==> config.mk <==
export PLATFORM = sky130hd
export DESIGN_NAME = vrsc_core
export DESIGN_NICKNAME = d
export VERILOG_FILES = /design/src/inc/vrsc_pkg.sv /design/src/core/vrsc_ident_filter.sv /design/src/core/vrsc_core.sv
export SDC_FILE = /design/constraint.sdc
export NUM_CORES = 1
export LEC_CHECK = 0
export CORE_UTILIZATION = 55
export DETAILED_ROUTE_END_ITERATION = 10
export DONT_BUFFER_PORTS = 1
export PLACE_DENSITY = 0.74
export SLEW_MARGIN = 20
export SYNTH_ARGS = -nofsm -noshare
export SYNTH_HDL_FRONTEND = slang
export SYNTH_SLANG_ARGS = --single-unit
==> constraint.sdc <==
create_clock -name ref_clk_in -period 8.9 [get_ports ref_clk_in]
set_input_delay 0.89 -clock ref_clk_in [delete_from_list [all_inputs] [get_ports ref_clk_in]]
set_output_delay 0.89 -clock ref_clk_in [all_outputs]
set_load 0.02 [all_outputs]
==> src/inc/vrsc_pkg.sv <==
// Shared constants and types for the reference and start-up control core
package vrsc_pkg;
  localparam int REF_W         = 9;
  localparam int CLK_PERIOD_NS = 10;
  localparam int SW_PERIOD_NS  = 4348;
  localparam int SW_CYC        = SW_PERIOD_NS / CLK_PERIOD_NS;
  localparam int TICK_W        = $clog2(SW_CYC);
  localparam logic [TICK_W-1:0] TICK_LAST = TICK_W'(SW_CYC - 1);
  localparam int SAMPLES_FIVE  = 4;
  localparam int SAMPLES_SIX   = 6;
  localparam logic [TICK_W-1:0] SMP_FIVE_LAST = TICK_W'(SW_CYC / SAMPLES_FIVE - 1);
  localparam logic [TICK_W-1:0] SMP_SIX_LAST  = TICK_W'(SW_CYC / SAMPLES_SIX - 1);
  localparam logic [1:0] MATCH_NEED = 2'h3;
  localparam int CNT_W = 4;
  localparam logic [CNT_W-1:0] SS_DELAY_LAST = 4'hf;
  localparam logic [CNT_W-1:0] SS_STEP_LAST  = 4'hf;
  localparam logic [CNT_W-1:0] DVID_LAST     = 4'h3;
  localparam int STEP_UV       = 12500;
  localparam int SIX_ANCHOR_UV = 1375000;
  localparam int SIX_ANCHOR_CD = 39;
  localparam logic [REF_W-1:0] SIX_SUM_U = REF_W'(SIX_ANCHOR_UV / STEP_UV + SIX_ANCHOR_CD);
  localparam int FIVE_TOP_UV   = 1850000;
  localparam logic [REF_W-1:0] FIVE_TOP_U  = REF_W'(FIVE_TOP_UV / STEP_UV);
  localparam logic [REF_W-1:0] FIVE_STEP_U = REF_W'(25000 / STEP_UV);
  localparam logic [REF_W-1:0] OVP_MARGIN_U = REF_W'(200000 / STEP_UV);
  localparam logic [REF_W-1:0] OVP_FIX_A_U  = REF_W'(1950000 / STEP_UV);
  localparam logic [REF_W-1:0] OVP_FIX_B_U  = REF_W'(1650000 / STEP_UV);
  localparam logic [REF_W-1:0] OV_HYST_U    = REF_W'(50000 / STEP_UV);
  localparam logic [4:0] NOLOAD_CODE = 5'h1f;
  localparam logic [5:0] CODE_RESET  = 6'h1f;
  localparam int SYNC_W = 11;
  typedef enum logic [1:0] {
    VRSC_MODE_FIVE_A = 2'h0,
    VRSC_MODE_FIVE_B = 2'h1,
    VRSC_MODE_SIX    = 2'h2
  } vrsc_mode_t;
  typedef enum logic [1:0] {
    VRSC_OFF   = 2'h0,
    VRSC_DELAY = 2'h1,
    VRSC_RAMP  = 2'h3,
    VRSC_RUN   = 2'h2
  } vrsc_state_t;
endpackage

==> src/core/vrsc_ident_filter.sv <==
// Identification code sampler and consecutive-match filter
`timescale 1ns/1ns
module vrsc_ident_filter (
  input  wire logic       ref_clk_in,
  input  wire logic       nrst_in,
  input  wire logic       six_mode_in,
  input  wire logic [5:0] code_in,
  output logic      [5:0] code_out,
  output logic            change_out
);
  logic [vrsc_pkg::TICK_W-1:0] smp_cnt_q, smp_cnt_d;
  logic [5:0] last_q, last_d, acc_q, acc_d, masked;
  logic [1:0] match_q, match_d;
  logic       chg_q, chg_d, samp;

  ////////////////////////////////////////////////////////////////
  always_comb begin
    samp    = (smp_cnt_q == '0);
    masked  = six_mode_in ? code_in : {1'b0, code_in[4:0]};
    smp_cnt_d = smp_cnt_q - 1'b1;
    last_d  = last_q;
    match_d = match_q;
    acc_d   = acc_q;
    chg_d   = 1'b0;
    if (samp) begin
      smp_cnt_d = six_mode_in ? vrsc_pkg::SMP_SIX_LAST : vrsc_pkg::SMP_FIVE_LAST;
      last_d    = masked;
      if (masked != last_q) begin
        match_d = 2'h1;
      end else if (match_q != vrsc_pkg::MATCH_NEED) begin
        match_d = match_q + 1'b1;
      end
      if (match_d == vrsc_pkg::MATCH_NEED && masked != acc_q) begin
        acc_d = masked;
        chg_d = 1'b1;
      end
    end
  end

  always_ff @(posedge ref_clk_in or negedge nrst_in) begin
    if (!nrst_in) begin
      smp_cnt_q <= '0;
      last_q    <= vrsc_pkg::CODE_RESET;
      acc_q     <= vrsc_pkg::CODE_RESET;
      match_q   <= '0;
      chg_q     <= 1'b0;
    end else begin
      smp_cnt_q <= smp_cnt_d;
      last_q    <= last_d;
      acc_q     <= acc_d;
      match_q   <= match_d;
      chg_q     <= chg_d;
    end
  end

  assign code_out   = acc_q;
  assign change_out = chg_q;

  ////////////////////////////////////////////////////////////////
  accept_three_a: assert property (@(posedge ref_clk_in) disable iff (!nrst_in)
    (acc_q != $past(acc_q)) |-> $past(samp) && $past(masked) == $past(last_q)
      && $past(match_q) >= 2'h2)
    else $error("code accepted without three equal samples");

  sample_space_a: assert property (@(posedge ref_clk_in) disable iff (!nrst_in)
    (samp && six_mode_in) |=> smp_cnt_q == vrsc_pkg::SMP_SIX_LAST)
    else $error("six-bit sample spacing wrong");
endmodule

==> src/core/vrsc_core.sv <==
// Reference, start-up, soft-start and over-voltage control core
// Notes on behaviour
// - Six-bit code maps down-count to 12.5 mV up
// - Five-bit modes use only low five pins
// - Five-bit: four samples, accept after three matches
// - Five-bit: one 25 mV step per four cycles
// - Six-bit: six samples, three matches, jump directly
// - Low-side drives tristated below bias reset level
// - Fixed over-voltage threshold by mode, clamp low-side
// - Soft-start threshold max of fixed, reference+200mV
// - Clamp releases below hysteresis, never latches
// - Switches off while either supply below reset
// - All-ones five-bit code keeps controller disabled
// - Start soft-start once all enables hold
// - Wait 16 cycles, then 12.5 mV per 16
// - Hold switches off while sense above ramp
// - Enable drives at soft-start end regardless
`timescale 1ns/1ns
module vrsc_core (
  input  wire logic                       ref_clk_in,
  input  wire logic                       nrst_in,
  input  wire logic                       ident_bit0_in,
  input  wire logic                       ident_bit1_in,
  input  wire logic                       ident_bit2_in,
  input  wire logic                       ident_bit3_in,
  input  wire logic                       ident_bit4_in,
  input  wire logic                       ident_bit5_in,
  input  wire logic [1:0]                 mode_sel_in,
  input  wire logic                       bias_por_ok_in,
  input  wire logic                       driver_supply_ok_in,
  input  wire logic                       threshold_enable_input_in,
  input  wire logic [vrsc_pkg::REF_W-1:0] feedback_sense_in,
  output logic      [vrsc_pkg::REF_W-1:0] reference_setpoint_out,
  output logic      [vrsc_pkg::REF_W-1:0] ov_threshold_out,
  output logic                            overvoltage_clamp_out,
  output logic      [1:0]                 low_side_gate_out,
  output logic      [1:0]                 low_side_gate_oe_out,
  output logic                            pwm_enable_out,
  output logic                            soft_start_out
);
  localparam int RW = vrsc_pkg::REF_W;

  ////////////////////////////////////////////////////////////////
  // Pin synchronisers
  logic [vrsc_pkg::SYNC_W-1:0] pin_raw, s1_q, s2_q, s3_q, pin_q, pin_d;

  assign pin_raw = {mode_sel_in, threshold_enable_input_in, driver_supply_ok_in, bias_por_ok_in,
                    ident_bit5_in, ident_bit4_in, ident_bit3_in, ident_bit2_in, ident_bit1_in,
                    ident_bit0_in};

  genvar g;
  for (g = 0; g < vrsc_pkg::SYNC_W; g++) begin : g_sync
    assign pin_d[g] = (s2_q[g] == s3_q[g]) ? s2_q[g] : pin_q[g];
  end

  always_ff @(posedge ref_clk_in or negedge nrst_in) begin
    if (!nrst_in) begin
      s1_q  <= '0;
      s2_q  <= '0;
      s3_q  <= '0;
      pin_q <= '0;
    end else begin
      s1_q  <= pin_raw;
      s2_q  <= s1_q;
      s3_q  <= s2_q;
      pin_q <= pin_d;
    end
  end

  logic                 bias_ok, drv_ok, en_ok, six, go, chg;
  logic [5:0]           code;
  vrsc_pkg::vrsc_mode_t mode;

  assign bias_ok = pin_q[6];
  assign drv_ok  = pin_q[7];
  assign en_ok   = pin_q[8];
  assign mode    = vrsc_pkg::vrsc_mode_t'(pin_q[10:9]);
  assign six     = (mode == vrsc_pkg::VRSC_MODE_SIX);

  ////////////////////////////////////////////////////////////////
  // Code filter
  vrsc_ident_filter u_filter (
    .ref_clk_in  (ref_clk_in),
    .nrst_in     (nrst_in),
    .six_mode_in (six),
    .code_in     (pin_q[5:0]),
    .code_out    (code),
    .change_out  (chg)
  );

  logic [RW-1:0] target;

  always_comb begin
    if (six) begin
      target = vrsc_pkg::SIX_SUM_U - RW'({code[4:0], code[5]});
    end else begin
      target = vrsc_pkg::FIVE_TOP_U - RW'(RW'(code[4:0]) * vrsc_pkg::FIVE_STEP_U);
    end
  end

  assign go = bias_ok && drv_ok && en_ok && (code[4:0] != vrsc_pkg::NOLOAD_CODE);

  ////////////////////////////////////////////////////////////////
  // Switching-cycle tick
  logic [vrsc_pkg::TICK_W-1:0] tick_q, tick_d;
  logic                        tick;

  always_comb begin
    tick   = (tick_q == '0);
    tick_d = tick ? vrsc_pkg::TICK_LAST : tick_q - 1'b1;
  end

  always_ff @(posedge ref_clk_in or negedge nrst_in) begin
    if (!nrst_in) begin
      tick_q <= '0;
    end else begin
      tick_q <= tick_d;
    end
  end

  ////////////////////////////////////////////////////////////////
  // Start-up sequencer and reference
  vrsc_pkg::vrsc_state_t       state_q, state_d;
  logic [RW-1:0]               ref_q, ref_d;
  logic [vrsc_pkg::CNT_W-1:0]  cnt_q, cnt_d;
  logic                        drive_q, drive_d;

  always_comb begin
    state_d = state_q;
    ref_d   = ref_q;
    cnt_d   = cnt_q;
    drive_d = drive_q;
    if (!go) begin
      state_d = vrsc_pkg::VRSC_OFF;
      ref_d   = '0;
      cnt_d   = '0;
      drive_d = 1'b0;
    end else begin
      case (state_q)
        vrsc_pkg::VRSC_OFF: begin
          state_d = vrsc_pkg::VRSC_DELAY;
          cnt_d   = '0;
        end
        vrsc_pkg::VRSC_DELAY: begin
          if (tick) begin
            cnt_d = cnt_q + 1'b1;
            if (cnt_q == vrsc_pkg::SS_DELAY_LAST) begin
              state_d = vrsc_pkg::VRSC_RAMP;
              cnt_d   = '0;
            end
          end
        end
        vrsc_pkg::VRSC_RAMP: begin
          if (ref_q > feedback_sense_in) begin
            drive_d = 1'b1;
          end
          if (tick) begin
            cnt_d = cnt_q + 1'b1;
            if (cnt_q == vrsc_pkg::SS_STEP_LAST) begin
              cnt_d = '0;
              if (ref_q >= target) begin
                state_d = vrsc_pkg::VRSC_RUN;
                ref_d   = target;
                drive_d = 1'b1;
              end else begin
                ref_d = ref_q + 1'b1;
              end
            end
          end
        end
        vrsc_pkg::VRSC_RUN: begin
          drive_d = 1'b1;
          if (six) begin
            ref_d = target;
          end else if (chg) begin
            cnt_d = '0;
          end else if (tick) begin
            cnt_d = cnt_q + 1'b1;
            if (cnt_q >= vrsc_pkg::DVID_LAST) begin
              cnt_d = '0;
              if (ref_q + vrsc_pkg::FIVE_STEP_U <= target) begin
                ref_d = ref_q + vrsc_pkg::FIVE_STEP_U;
              end else if (ref_q >= target + vrsc_pkg::FIVE_STEP_U) begin
                ref_d = ref_q - vrsc_pkg::FIVE_STEP_U;
              end else begin
                ref_d = target;
              end
            end
          end
        end
        default: begin
          state_d = vrsc_pkg::VRSC_OFF;
        end
      endcase
    end
  end

  always_ff @(posedge ref_clk_in or negedge nrst_in) begin
    if (!nrst_in) begin
      state_q <= vrsc_pkg::VRSC_OFF;
      ref_q   <= '0;
      cnt_q   <= '0;
      drive_q <= 1'b0;
    end else begin
      state_q <= state_d;
      ref_q   <= ref_d;
      cnt_q   <= cnt_d;
      drive_q <= drive_d;
    end
  end

  ////////////////////////////////////////////////////////////////
  // Over-voltage threshold, clamp and gate outputs
  logic [RW-1:0] thr_q, thr_d, ref_m, fixed;
  logic          clamp_q, clamp_d, pwm_q, pwm_d, ss_q, ss_d;
  logic [1:0]    gate_q, gate_d, oe_q, oe_d;
  logic          ss_active;

  always_comb begin
    ss_active = (state_d == vrsc_pkg::VRSC_DELAY) || (state_d == vrsc_pkg::VRSC_RAMP);
    ref_m     = ref_d + vrsc_pkg::OVP_MARGIN_U;
    fixed     = (mode == vrsc_pkg::VRSC_MODE_FIVE_A) ? vrsc_pkg::OVP_FIX_A_U : vrsc_pkg::OVP_FIX_B_U;
    if (ss_active) begin
      thr_d = (ref_m > fixed) ? ref_m : fixed;
    end else if (state_d == vrsc_pkg::VRSC_RUN) begin
      thr_d = ref_m;
    end else begin
      thr_d = fixed;
    end
    clamp_d = clamp_q;
    if (!bias_ok) begin
      clamp_d = 1'b0;
    end else if (feedback_sense_in > thr_q) begin
      clamp_d = 1'b1;
    end else if ((RW+1)'(feedback_sense_in) + (RW+1)'(vrsc_pkg::OV_HYST_U) < (RW+1)'(thr_q)) begin
      clamp_d = 1'b0;
    end
    gate_d = {2{clamp_d && bias_ok && drv_ok}};
    oe_d   = {2{bias_ok}};
    pwm_d  = go && drive_d && !clamp_d;
    ss_d   = ss_active;
  end

  always_ff @(posedge ref_clk_in or negedge nrst_in) begin
    if (!nrst_in) begin
      thr_q   <= '0;
      clamp_q <= 1'b0;
      gate_q  <= '0;
      oe_q    <= '0;
      pwm_q   <= 1'b0;
      ss_q    <= 1'b0;
    end else begin
      thr_q   <= thr_d;
      clamp_q <= clamp_d;
      gate_q  <= gate_d;
      oe_q    <= oe_d;
      pwm_q   <= pwm_d;
      ss_q    <= ss_d;
    end
  end

  assign reference_setpoint_out = ref_q;
  assign ov_threshold_out       = thr_q;
  assign overvoltage_clamp_out  = clamp_q;
  assign low_side_gate_out      = gate_q;
  assign low_side_gate_oe_out   = oe_q;
  assign pwm_enable_out         = pwm_q;
  assign soft_start_out         = ss_q;

  ////////////////////////////////////////////////////////////////
  // Checks
  por_off_a: assert property (@(posedge ref_clk_in) disable iff (!nrst_in)
    (!bias_ok || !drv_ok) |=> !pwm_q && gate_q == 2'h0)
    else $error("switches active below supply reset");

  pre_por_a: assert property (@(posedge ref_clk_in) disable iff (!nrst_in)
    !bias_ok |=> oe_q == 2'h0)
    else $error("low-side drive not tristated");

  noload_idle_a: assert property (@(posedge ref_clk_in) disable iff (!nrst_in)
    (code[4:0] == vrsc_pkg::NOLOAD_CODE) |=> state_q == vrsc_pkg::VRSC_OFF && !pwm_q)
    else $error("running on no-load code");

  start_go_a: assert property (@(posedge ref_clk_in) disable iff (!nrst_in)
    (state_q == vrsc_pkg::VRSC_OFF && go) |=> state_q == vrsc_pkg::VRSC_DELAY)
    else $error("soft-start not begun");

  ramp_hold_a: assert property (@(posedge ref_clk_in) disable iff (!nrst_in)
    (go && state_q == vrsc_pkg::VRSC_RAMP && !(tick && cnt_q == vrsc_pkg::SS_STEP_LAST))
      |=> ref_q == $past(ref_q))
    else $error("ramp stepped off schedule");

  six_direct_a: assert property (@(posedge ref_clk_in) disable iff (!nrst_in)
    (go && six && state_q == vrsc_pkg::VRSC_RUN) |=> ref_q == $past(target))
    else $error("six-bit reference not direct");

  five_step_a: assert property (@(posedge ref_clk_in) disable iff (!nrst_in)
    (go && !six && state_q == vrsc_pkg::VRSC_RUN && !(tick && cnt_q >= vrsc_pkg::DVID_LAST))
      |=> ref_q == $past(ref_q))
    else $error("five-bit step off schedule");

  ov_trip_a: assert property (@(posedge ref_clk_in) disable iff (!nrst_in)
    (bias_ok && drv_ok && feedback_sense_in > thr_q) |=> clamp_q && gate_q == 2'h3 && !pwm_q)
    else $error("over-voltage not clamped");

  ov_thr_a: assert property (@(posedge ref_clk_in) disable iff (!nrst_in)
    (state_q == vrsc_pkg::VRSC_RUN) |-> thr_q == ref_q + vrsc_pkg::OVP_MARGIN_U)
    else $error("run threshold wrong");

  precharge_a: assert property (@(posedge ref_clk_in) disable iff (!nrst_in)
    (state_q == vrsc_pkg::VRSC_RAMP && !drive_q) |-> !pwm_q)
    else $error("drives on above precharge");

  ss_end_a: assert property (@(posedge ref_clk_in) disable iff (!nrst_in)
    (go && state_q == vrsc_pkg::VRSC_RAMP && tick && cnt_q == vrsc_pkg::SS_STEP_LAST && ref_q >= target)
      |=> drive_q && state_q == vrsc_pkg::VRSC_RUN)
    else $error("drives not enabled at ramp end");
endmodule

Word level (Yosys, flattened, before mapping)
Cells that the tools add are included.
Widths: inputs -> output; s select.
- add/sub/neg operators: 12
- magnitude comparators: 8
- equal/unequal tests: 27
- multiplexer cells: 49
- reductions and logical operators: 17
- operators by type and width (kind ; number):
    $mux 9 ; 16
    $mux 4 ; 7
    $add 9x2->9 const B ; 2
    $ge 9x9->1 ; 2
    $gt 9x9->1 ; 2
    $logic_not 9->1 ; 2
    $mux 2 ; 9
    $pmux 9 s2 ; 1
    $sub 8x6->9 const A ; 2
    $sub 9x1->9 const B ; 2
    $eq 2x2->1 const B ; 6
    $mux 6 ; 2
    $ne 6x6->1 ; 2
    $pmux 4 s3 ; 1
    $eq 1x1->1 ; 11
    $add 9x3->10 const B ; 1
    $lt 10x9->1 ; 1
    $mux 1 ; 10
    $add 9x1->9 const B ; 1
    $add 9x5->9 const B ; 1
    $gt 9x8->1 ; 1
    $le 9x9->1 ; 1
    $sub 9x2->9 const B ; 1
    $logic_and 1x1->1 ; 8
    19 further kinds ; 21
- bits in registers: 107
- input bits: 22
- output and inout port bits: 25
- logic and storage cells: 143

Logic depth before layout (Yosys ltp)
Gate-level depths: netlist of run 1.
- depth in word-level cells: 16
- mapped depth: 24
- depth with buffers taken out: 23

Cells and area by module
A second synthesis of run 1 with hierarchy kept.
- cell total of the unflattened synthesis: 692
- area total of the unflattened synthesis: 6693.9 µm²
- by module, submodules not included (module ; times used ; cells each ; area an instance (µm²) ; sequential area each (µm²)):
    vrsc_core ; 1 ; 585 ; 5520.3 ; 2077.0
    vrsc_ident_filter ; 1 ; 107 ; 1173.6 ; 613.1

Worst setup path before layout of run 1
OpenSTA, ideal clock, no wires.
- path type: register to register
- start point: reg u_filter.acc_q[0], in the netlist u_filter.code_out[0]
- end point: reg thr_q[3], in the netlist ov_threshold_out[3]
- setup time: 0.121 ns
- data arrival time: 5.284 ns
- data required time: 8.779 ns
- path slack: 3.495 ns
- stages on the path, launching flop included: 20
- path buffers: 1
- period minus slack after synthesis: 5.405 ns
- cell sequence: dfstp_2 -> clkbuf_1 -> a21oi_1 -> xnor2_1 -> inv_1 -> ha_1 -> a21oi_1 -> nor2_1 -> a211oi_1 -> mux2_2 -> a2bb2oi_2 -> nor2_1 -> or4_4 -> ha_1 -> and2_0 -> a221o_1 -> a211oi_1 -> a21oi_2 -> or2_2 -> a22o_1
- cells in the longest elaborated chain, start to end: 16
- elaborated cells on any way between the ends: 34
- classes of those cells: add/sub (4); order compare (4); eq/ne (4); mux (20); reduce/logical (2)
- ends and longest elaborated chain (item ; line ; text):
    start, declared ; vrsc_ident_filter.sv:12 ; logic [5:0] last_q, last_d, acc_q, acc_d, masked;
    start signal, assigned ; vrsc_ident_filter.sv:44 ; acc_q <= vrsc_pkg::CODE_RESET;
    $sub 8x6->9 (on tied branches) ; vrsc_core.sv:97, vrsc_core.sv:95 ;
    $mux 9 ; vrsc_core.sv:94 ; if (six) begin
    $add 9x2->9 ; vrsc_core.sv:183 ; end else if (ref_q >= target + vrsc_pkg::FIVE_STEP_U) begin
    $ge 9x9->1 ; vrsc_core.sv:183 ;
    $mux 9 ; vrsc_core.sv:183 ;
    $mux 9 ; vrsc_core.sv:181 ; if (ref_q + vrsc_pkg::FIVE_STEP_U <= target) begin
    $mux 9 ; vrsc_core.sv:179 ; if (cnt_q >= vrsc_pkg::DVID_LAST) begin
    $mux 9 ; vrsc_core.sv:177 ; end else if (tick) begin
    $mux 9 ; vrsc_core.sv:175 ; end else if (chg) begin
    $mux 9 ; vrsc_core.sv:173 ; if (six) begin
    $pmux 9 s2 ; vrsc_core.sv:139 ; case (state_q)
    $mux 9 ; vrsc_core.sv:133 ; if (!go) begin
    $add 9x5->9 ; vrsc_core.sv:221 ; ref_m = ref_d + vrsc_pkg::OVP_MARGIN_U;
    $gt 9x8->1 ; vrsc_core.sv:224 ; thr_d = (ref_m > fixed) ? ref_m : fixed;
    $mux 9 ; vrsc_core.sv:224 ;
    $mux 9 (*) ; vrsc_core.sv:223 ; if (ss_active) begin
    via thr_d[3] ; vrsc_core.sv:214 ; logic [RW-1:0] thr_q, thr_d, ref_m, fixed;
    end signal, assigned ; vrsc_core.sv:253 ; thr_q <= thr_d;
    end, declared ; vrsc_core.sv:214 ;
Mark *: on every way through the listed nets, which the timed path passes. The rest lies on a longest branch.
A chain may end at the register's enable or synchronous reset.

Worst setup path after layout of run 1
Ends and elaborated chain as after synthesis.

==> summary.txt, run 1 <==
GRT
  • GRT Resource Usage Total: 27.8%
  • Vias in the first global route: just over 5000
  • Wire length of the first global-routing pass: about 27 mm
  • Antenna violations before repair: 0
  • Pin count of the biggest net entering global routing: 108
  • Grt total ovfl: 0

Timing
  • Clk_skew: between 0.006 and 0.007 ns
  • Fin crit period: about 6 ns
  • Rel. slew slack: a little over two fifths
  • Fin. Hold Viols: 0
  • RSZ-0062 raised after global routing: no
  • Max-slew violation count: 0
  • FMAX: ~0.16 GHz
  • Setup_tns: 0 ns
  • Worst Tran Pin Value: around 0.85 ns
  • Final setup viols: 0
  • Final Cycle Share: roughly 68%

Drt
  • Antenna viol nets, final: 0
  • Drt pass-1 iters: 5
  • DRC: 0
  • Initial DRC Count: roughly 340
  • Via-to-Cell Ratio: a little over 6
  • Via count: 5069
  • WL final: around 16 mm
  • DR WL/cell: 19.4 microns

Logic synthesis
  • Most frequent cell after synthesis: dfrtp_1
  • Synth unique cells: 68
  • Syn Area/Cell: approximately 9.4 sq um
  • Yosys reg bits: 107
  • Post-synth EDFFs: 0
  • Mapped Cells: 686
  • Asr flop ratio synth: 100%
  • Synth top area share: 37.4%
  • Area leader, netlist: dfrtp_1
  • Sequential fraction of the synthesis area: about 41%
  • Warnings from Yosys: 0
  • Largest cells by area after synthesis: dfrtp_1 (37%), ha_1 (12%), dfstp_2 (4.1%), nand2_1 (3.8%), xnor2_1 (3.5%)
  • Ys flop type: dfrtp_1
  • Synthesized net count: between 700 and 800
  • Top post-synthesis cells by count: dfrtp_1 (97), nand2_1 (66), ha_1 (60)
  • Post-synthesis instance area: 0.00648 sq mm

Final layout
  • Final net count: between 700 and 800
  • Util after Layout: 60.0%
  • Antenna Cells: 0
  • Final Non-Filler Cells: roughly 830
  • Layout cells sized above 1: under 10%
  • Syn-to-layout area delta: 6.20%
  • Layout fillers: 987

Clock network
  • Clock H-tree levels: 3
  • TritonCTS clock tree: done
  • CTS root buf: clkbuf_16
  • Reg clk slew, reported paths: roughly 0.070 ns
  • CTS resizes: 0
  • CTS max path bufs: 2
  • Total clock sinks: approximately 110
  • Hold Buf Count CTS: 0
  • Setup Buffers After CTS: 0
  • Total CTS buffers: 9
  • Clk Latency, worst-skew pair: around 0.35 ns

Placed design
  • Detailed placement HPWL: around 12 mm
  • Port Buf Inserts: 0
  • Placed Cells: between 800 and 900
  • Gpl congestion: between 0.9 and 1

Floorplan
  • Initial core utilization: between 50% and 60%
  • Row count: 39
  • Die ar.: ~0.012 sq mm
  • IO Pins: between 40 and 50
  • Die Height: 111 microns
  • Die W: between 100 and 150 microns
  • Core ar.: around 0.011 sq mm

Worst setup path
  • WS Path Type: register to register
  • CP required: 9.14 ns
  • Critical path data arrival time: ~6.3 ns
  • R2R cell count: 19
  • Worst setup SP type: register
  • CP endpoint kind: register
  • CP max FO: 14

Run status
  • Outcome: finished clean

Run
  • Max Cap Violations: 0

Pwr
  • Power per standard cell area: 141 mW/mm^2
  • Leakage: around 3 nW
  • Peak supply drop: approximately 0.00015 V
  • Tot Pwr: about 970 uW

Min path
  • HP Class: primary input to asynchronous set/reset pin
==> sequential cells by signal, indices dropped and copies added, names as in the netlist, 2 cells and up <==
signal and cells:
s3_q 11, state_q 2, u_filter.last_q 6, u_filter.code_out 6
s1_q 11, ov_threshold_out 9, pin_q 11, u_filter.smp_cnt_q 9
u_filter.match_q 2, cnt_q 4, reference_setpoint_out 9, tick_q 9
s2_q 11
==> layout make-up <==
cell class                      instances  area (sq um)  area share [%]
Inverter                               41           154            2.24
Clock buffer                           10           229            3.33
Sequential cell                       107          2690            39.1
Tap cell                              143           179            2.60
Timing Repair Buffer                    4          30.0           0.436
Multi-Input combinational cell        514          3540            51.4
Clock inverter                          6          66.3           0.963
==> final timing paths <==
kind,slack (ns),start,endpoint
min in group ref_clk_in,0.35,s1_q[9],s2_q[9]
worst min-delay path,0.23,nrst_in,cnt_q[2]
worst max register to register,2.82,u_filter.code_out[0],ov_threshold_out[3]
max in group asynchronous,8.43,nrst_in,u_filter.code_out[3]
worst min register to register,0.35,s1_q[9],s2_q[9]
worst max-delay path,2.82,u_filter.code_out[0],ov_threshold_out[3]
==> cells in the final DEF, fill, tap and decap left out, drive strengths merged, types with 3 or more instances in the layout <==
cell / instances
dfrtp: 97
nand2: 66
ha: 60
nor2: 49
inv: 44
a21oi: 43
o21ai: 33
xnor2: 26
nor3: 25
xor2: 23
nand3: 20
nand4: 15
maj3: 12
or3: 11
dfstp: 10
clkbuf: 10
or2: 10
nor2b: 9
nand2b: 8
mux2i: 7
a211oi: 7
o21a: 6
o211ai: 6
a31oi: 6
and2: 6
mux2: 5
and3: 5
a21o: 5
o31ai: 4
o221ai: 4
buf: 4
o22ai: 3
o2111ai: 3
nor3b: 3
or4: 3
==> power by group <==
part / switching (mW) / leakage [nW] / internal (mW)
Combinational: 0.0318 / 1.65 / 0.0270
Clock: 0.187 / 0.141 / 0.199
Sequential: 0.0207 / 1.29 / 0.503
Total: 0.239 / 3.08 / 0.728
==> metal layers <==
layer | part of all wire [%] | vias up | GRT usage, %
li1 | - | 2399 | -
met1 | 45 | 2460 | 38.2
met2 | 47 | 181 | 44.6
met3 | 5.3 | 29 | 4.94
met4 | 2.2 | 0 | 8.98
met5 | 0 | - | 0
==> metrics by stage <==
step | hold WS [ns] | instance area, sq um | setup slack (ns)
2_1_floorplan | 0.331 | 6480 | 3.50
3_3_place_gp | 0.333 | 6590 | 3.08
3_5_place_dp | 0.336 | 6590 | 2.94
4_1_cts | 0.211 | 6880 | 2.94
5_1_grt | 0.214 | 6880 | 2.66
6_report | 0.230 | 6880 | 2.82
==> logic make-up (layout without fill, tap and decap cells) <==
logic type,Yosys count,count (layout),share of synthesized area (%)
AOI/OAI and AO/OA,143,143,14.3
DFF,107,107,41.5
adders and majority gates,72,72,13.4
other,1,1,0.0578
and+or+nand+nor,237,237,18.1
xor gates and xnor gates,49,49,6.62
muxes,12,12,1.95
buffers and inverters,65,61,4.03
==> worst max-delay path: stages (launching register included) <==
cell and delay, ns:
dfstp_2 0.67, ha_1 0.31, o21ai_0 0.17, xor2_1 0.59
ha_1 0.36, nand3_1 0.09, nor2_1 0.07, a211oi_2 0.45
buf_4 0.34, mux2_2 0.38, a2bb2oi_2 0.14, nor2_1 0.06
or4_4 0.57, ha_1 0.32, and2_0 0.17, a221o_1 0.33
a211oi_1 0.32, a21oi_2 0.08, or2_2 0.32, a22o_1 0.24
(Power assumes the default switching activity.)
==> run 2: changes to the inputs <==
PLACE_DENSITY = 0.77   (was 0.74)
clock period = 5 ns   (was 8.9 ns; I/O delays follow)
==> summary.txt, run 2 (synthesis results as in run 1) <==
Final layout
  • Layout cells sized above 1: 14.3% (was 7.33%)
  • Syn-to-layout area delta: 12.4% (was 6.20%)
  • Final net count: 796 (was 759)
  • Antenna Cells: 0 (unchanged)
  • Finished Cell Area: 0.00729 sq mm (was 0.00688 sq mm)
  • Util after Layout: 63.5% (was 60.0%)
  • Final Non-Filler Cells: 862 (was 825)
  • Commonest cells after routing, fill and taps aside: dfrtp_1 (96), nand2_1 (66), ha_1 (58) (was dfrtp_1 (97), nand2_1 (66), ha_1 (60))
  • Most common cell after layout, fill and taps aside: dfrtp_1 (unchanged)

Pwr
  • Switching share of power: 26.9% (was 24.7%)
  • Switching Power: 486 uW (was 239 uW)
  • Reg power frac: 51.5% (was 54.1%)
  • Int Power: 1.32 mW (was 728 uW)
  • Peak supply drop: 0.000211 V (was 0.000151 V)
  • Leakage: 3.30 nW (was 3.08 nW)
  • Power per standard cell area: 248 mW/mm^2 (was 141 mW/mm^2)
  • Logic pwr share: 6.8% (was 6.1%)
  • Clock network fraction of total power: 41.7% (was 39.8%)

Worst setup path
  • CP max-delay cell: dfstp_2 (unchanged)
  • Worst Path Buf+Inv: 1 (unchanged)
  • Flop-to-flop setup slack: 0.17 ns (was 2.82 ns)
  • Critical path data arrival time: 5.08 ns (was 6.32 ns)
  • CP max FO: 5 (was 14)
  • Cell mode on critical path: ha_1 (unchanged)
  • Beginning of the critical path: u_filter.code_out[1] (was u_filter.code_out[0])
  • R2R cell count: 20 (was 19)
  • Critical path's largest stage delay: 0.57 ns (was 0.67 ns)
  • Crit path depth: 20 (was 19)
  • CP endpoint kind: register (unchanged)
  • WS Path Type: register to register (unchanged)
  • Worst r2r src: u_filter.code_out[1] (was u_filter.code_out[0])
  • CP top delay family: simple AND/OR/NAND/NOR gates (was compound AO/OA/AOI/OAI gates)
  • Worst setup SP type: register (unchanged)
  • Cell chain of the critical path: ha_1 -> inv_1 -> maj3_1 -> a21boi_2 -> xor2_1 -> ha_1 -> nand4_1 -> nor2_1 -> o2bb2ai_1 -> or2_4 -> mux2i_1 -> and3_1 -> or4_4 -> ha_1 -> and2_0 -> a221o_1 -> a211oi_2 -> a21oi_2 -> or2_4 -> a22o_1 (was ha_1 -> o21ai_0 -> xor2_1 -> ha_1 -> nand3_1 -> nor2_1 -> a211oi_2 -> buf_4 -> mux2_2 -> a2bb2oi_2 -> nor2_1 -> or4_4 -> ha_1 -> and2_0 -> a221o_1 -> a211oi_1 -> a21oi_2 -> or2_2 -> a22o_1)
  • CP required: 5.25 ns (was 9.14 ns)

Floorplan
  • Die Height: 111 microns (unchanged)
  • Die W: 111 microns (unchanged)
  • Core ar.: 0.0115 sq mm (unchanged)
  • Die ar.: 0.0122 sq mm (unchanged)
  • Initial core utilization: 56.5% (unchanged)
  • Row count: 39 (unchanged)
  • IO Pins: 47 (unchanged)

Clock network
  • Total CTS buffers: 9 (unchanged)
  • CTS root buf: clkbuf_16 (unchanged)
  • TritonCTS clock tree: done (unchanged)
  • Clock H-tree levels: 3 (unchanged)
  • Total clock sinks: 107 (unchanged)
  • CTS max path bufs: 2 (unchanged)
  • Reg clk slew, reported paths: 0.08 ns (was 0.07 ns)
  • Clk Latency, worst-skew pair: 0.36 ns (was 0.35 ns)

GRT
  • Wire length of the first global-routing pass: 27.2 mm (was 26.5 mm)
  • GRT Resource Usage Total: 28.3% (was 27.8%)
  • Grt total ovfl: 0 (unchanged)
  • Antenna violations before repair: 0 (unchanged)
  • Vias in the first global route: 5253 (was 5061)
  • Pin count of the biggest net entering global routing: 108 (unchanged)

Timing
  • Rel. slew slack: 45.1% (was 43.1%)
  • Clk_skew: 0.00886 ns (was 0.00644 ns)
  • Final Cycle Share: 96.5% (was 68.3%)
  • Fin crit period: 4.83 ns (was 6.08 ns)
  • Worst Tran Pin Value: 0.821 ns (was 0.851 ns)
  • Max-slew violation count: 0 (unchanged)
  • Fin. Hold Viols: 0 (unchanged)
  • Final setup viols: 0 (unchanged)
  • FMAX: 0.207 GHz (was 0.165 GHz)

Drt
  • Initial DRC Count: 439 (was 343)
  • DR WL/cell: 19.4 microns (about the same)
  • DR top layer: met4 (unchanged)
  • Met3 wire len: 1.14 mm (was 854 microns)
  • Antenna viol nets, final: 0 (unchanged)
  • M1 wire length: 7.37 mm (was 7.23 mm)
  • Drt pass-1 iters: 5 (unchanged)
  • Via-to-Cell Ratio: 6.10 (was 6.14)
  • Metal2 WL: 7.70 mm (was 7.58 mm)
  • WL final: 16.8 mm (was 16.0 mm)
  • Via count: 5254 (was 5069)
  • DRC: 0 (unchanged)

Placed design
  • DP Area: 0.00685 sq mm (was 0.00659 sq mm)
  • Placed Cells: 842 (was 809)
  • Port Buf Inserts: 0 (unchanged)
  • Gpl congestion: 1.04 (was 0.970)
  • Detailed placement HPWL: 12.6 mm (was 12.2 mm)

Run status
  • Outcome: finished clean (unchanged)

Min path
  • HP Class: primary input to asynchronous set/reset pin (unchanged)

Run
  • Max Cap Violations: 0 (unchanged)
[run 2: timing repair]
action / CTS / global route
hold buffers: 1 / 0
setup endpoints to repair: 5 / 7
hold endpoints to repair: 107 / 0
buffers inserted: 2 / 1
resized for setup: 5 / 15
pin swaps: 0 / 5
[run 2: path summary, 6_finish.rpt]
check,to
worst max-delay path,ov_threshold_out[3]
worst min-delay path,tick_q[6]
worst max register to register,ov_threshold_out[3]
worst min register to register,s2_q[10]
max in group asynchronous,u_filter.code_out[4]
min in group ref_clk_in,s1_q[9]
[run 2: routing by layer]
metal / GRT usage (%) / vias to the layer above
met5: 0 / -
met4: 11.9 / 0
met1: 38.3 / 2533
met2: 44.4 / 199
li1: - / 2488
met3: 5.76 / 34
[run 2: stage by stage]
stage                     total power [mW]  hold WS, ns  setup WS, ns  setup TNS [ns]
after floorplan                       1.02        0.204        0.0392               0
after global placement                1.04        0.206       -0.0967          -0.200
after detailed placement              1.05        0.206        -0.130          -0.348
after CTS                             1.82       0.0886        0.0163               0
after global routing                  1.87        0.115      -0.00517        -0.00517
final                                 1.81       0.0522         0.173               0
[run 2: power groups by stage]
| stage | clock network, mW | registers [mW] | logic (mW) |
|---|---|---|---|
| finish | 0.752 | 0.930 | 0.123 |
| global route | 0.798 | 0.934 | 0.141 |
| CTS | 0.769 | 0.930 | 0.123 |
| detailed placement | 0 | 0.947 | 0.102 |
| global placement | 0 | 0.946 | 0.0984 |
| floorplan | 0 | 0.935 | 0.0871 |
[run 2: layout make-up]
cell class / count / area, sq um
fill: 923 / 4180
clock inverter: 7 / 108
sequential: 107 / 2690
clock buffer: 9 / 225
timing repair buffer: 41 / 328
multi-input combinational: 514 / 3600
tap: 143 / 179
inverter: 41 / 154
[run 2: worst reg2reg max path: cells and delay by family (launching register included)]
| kind | cells | cell delay, ns |
|---|---|---|
| flip-flops | 1 | 0.57 |
| multiplexers | 1 | 0.12 |
| adder cells (fa/ha/maj) | 4 | 1.11 |
| AND/OR/NAND/NOR | 7 | 1.52 |
| AO/OA/AOI/OAI | 6 | 1.15 |
| XOR/XNOR | 1 | 0.19 |
| buffers and inverters | 1 | 0.06 |
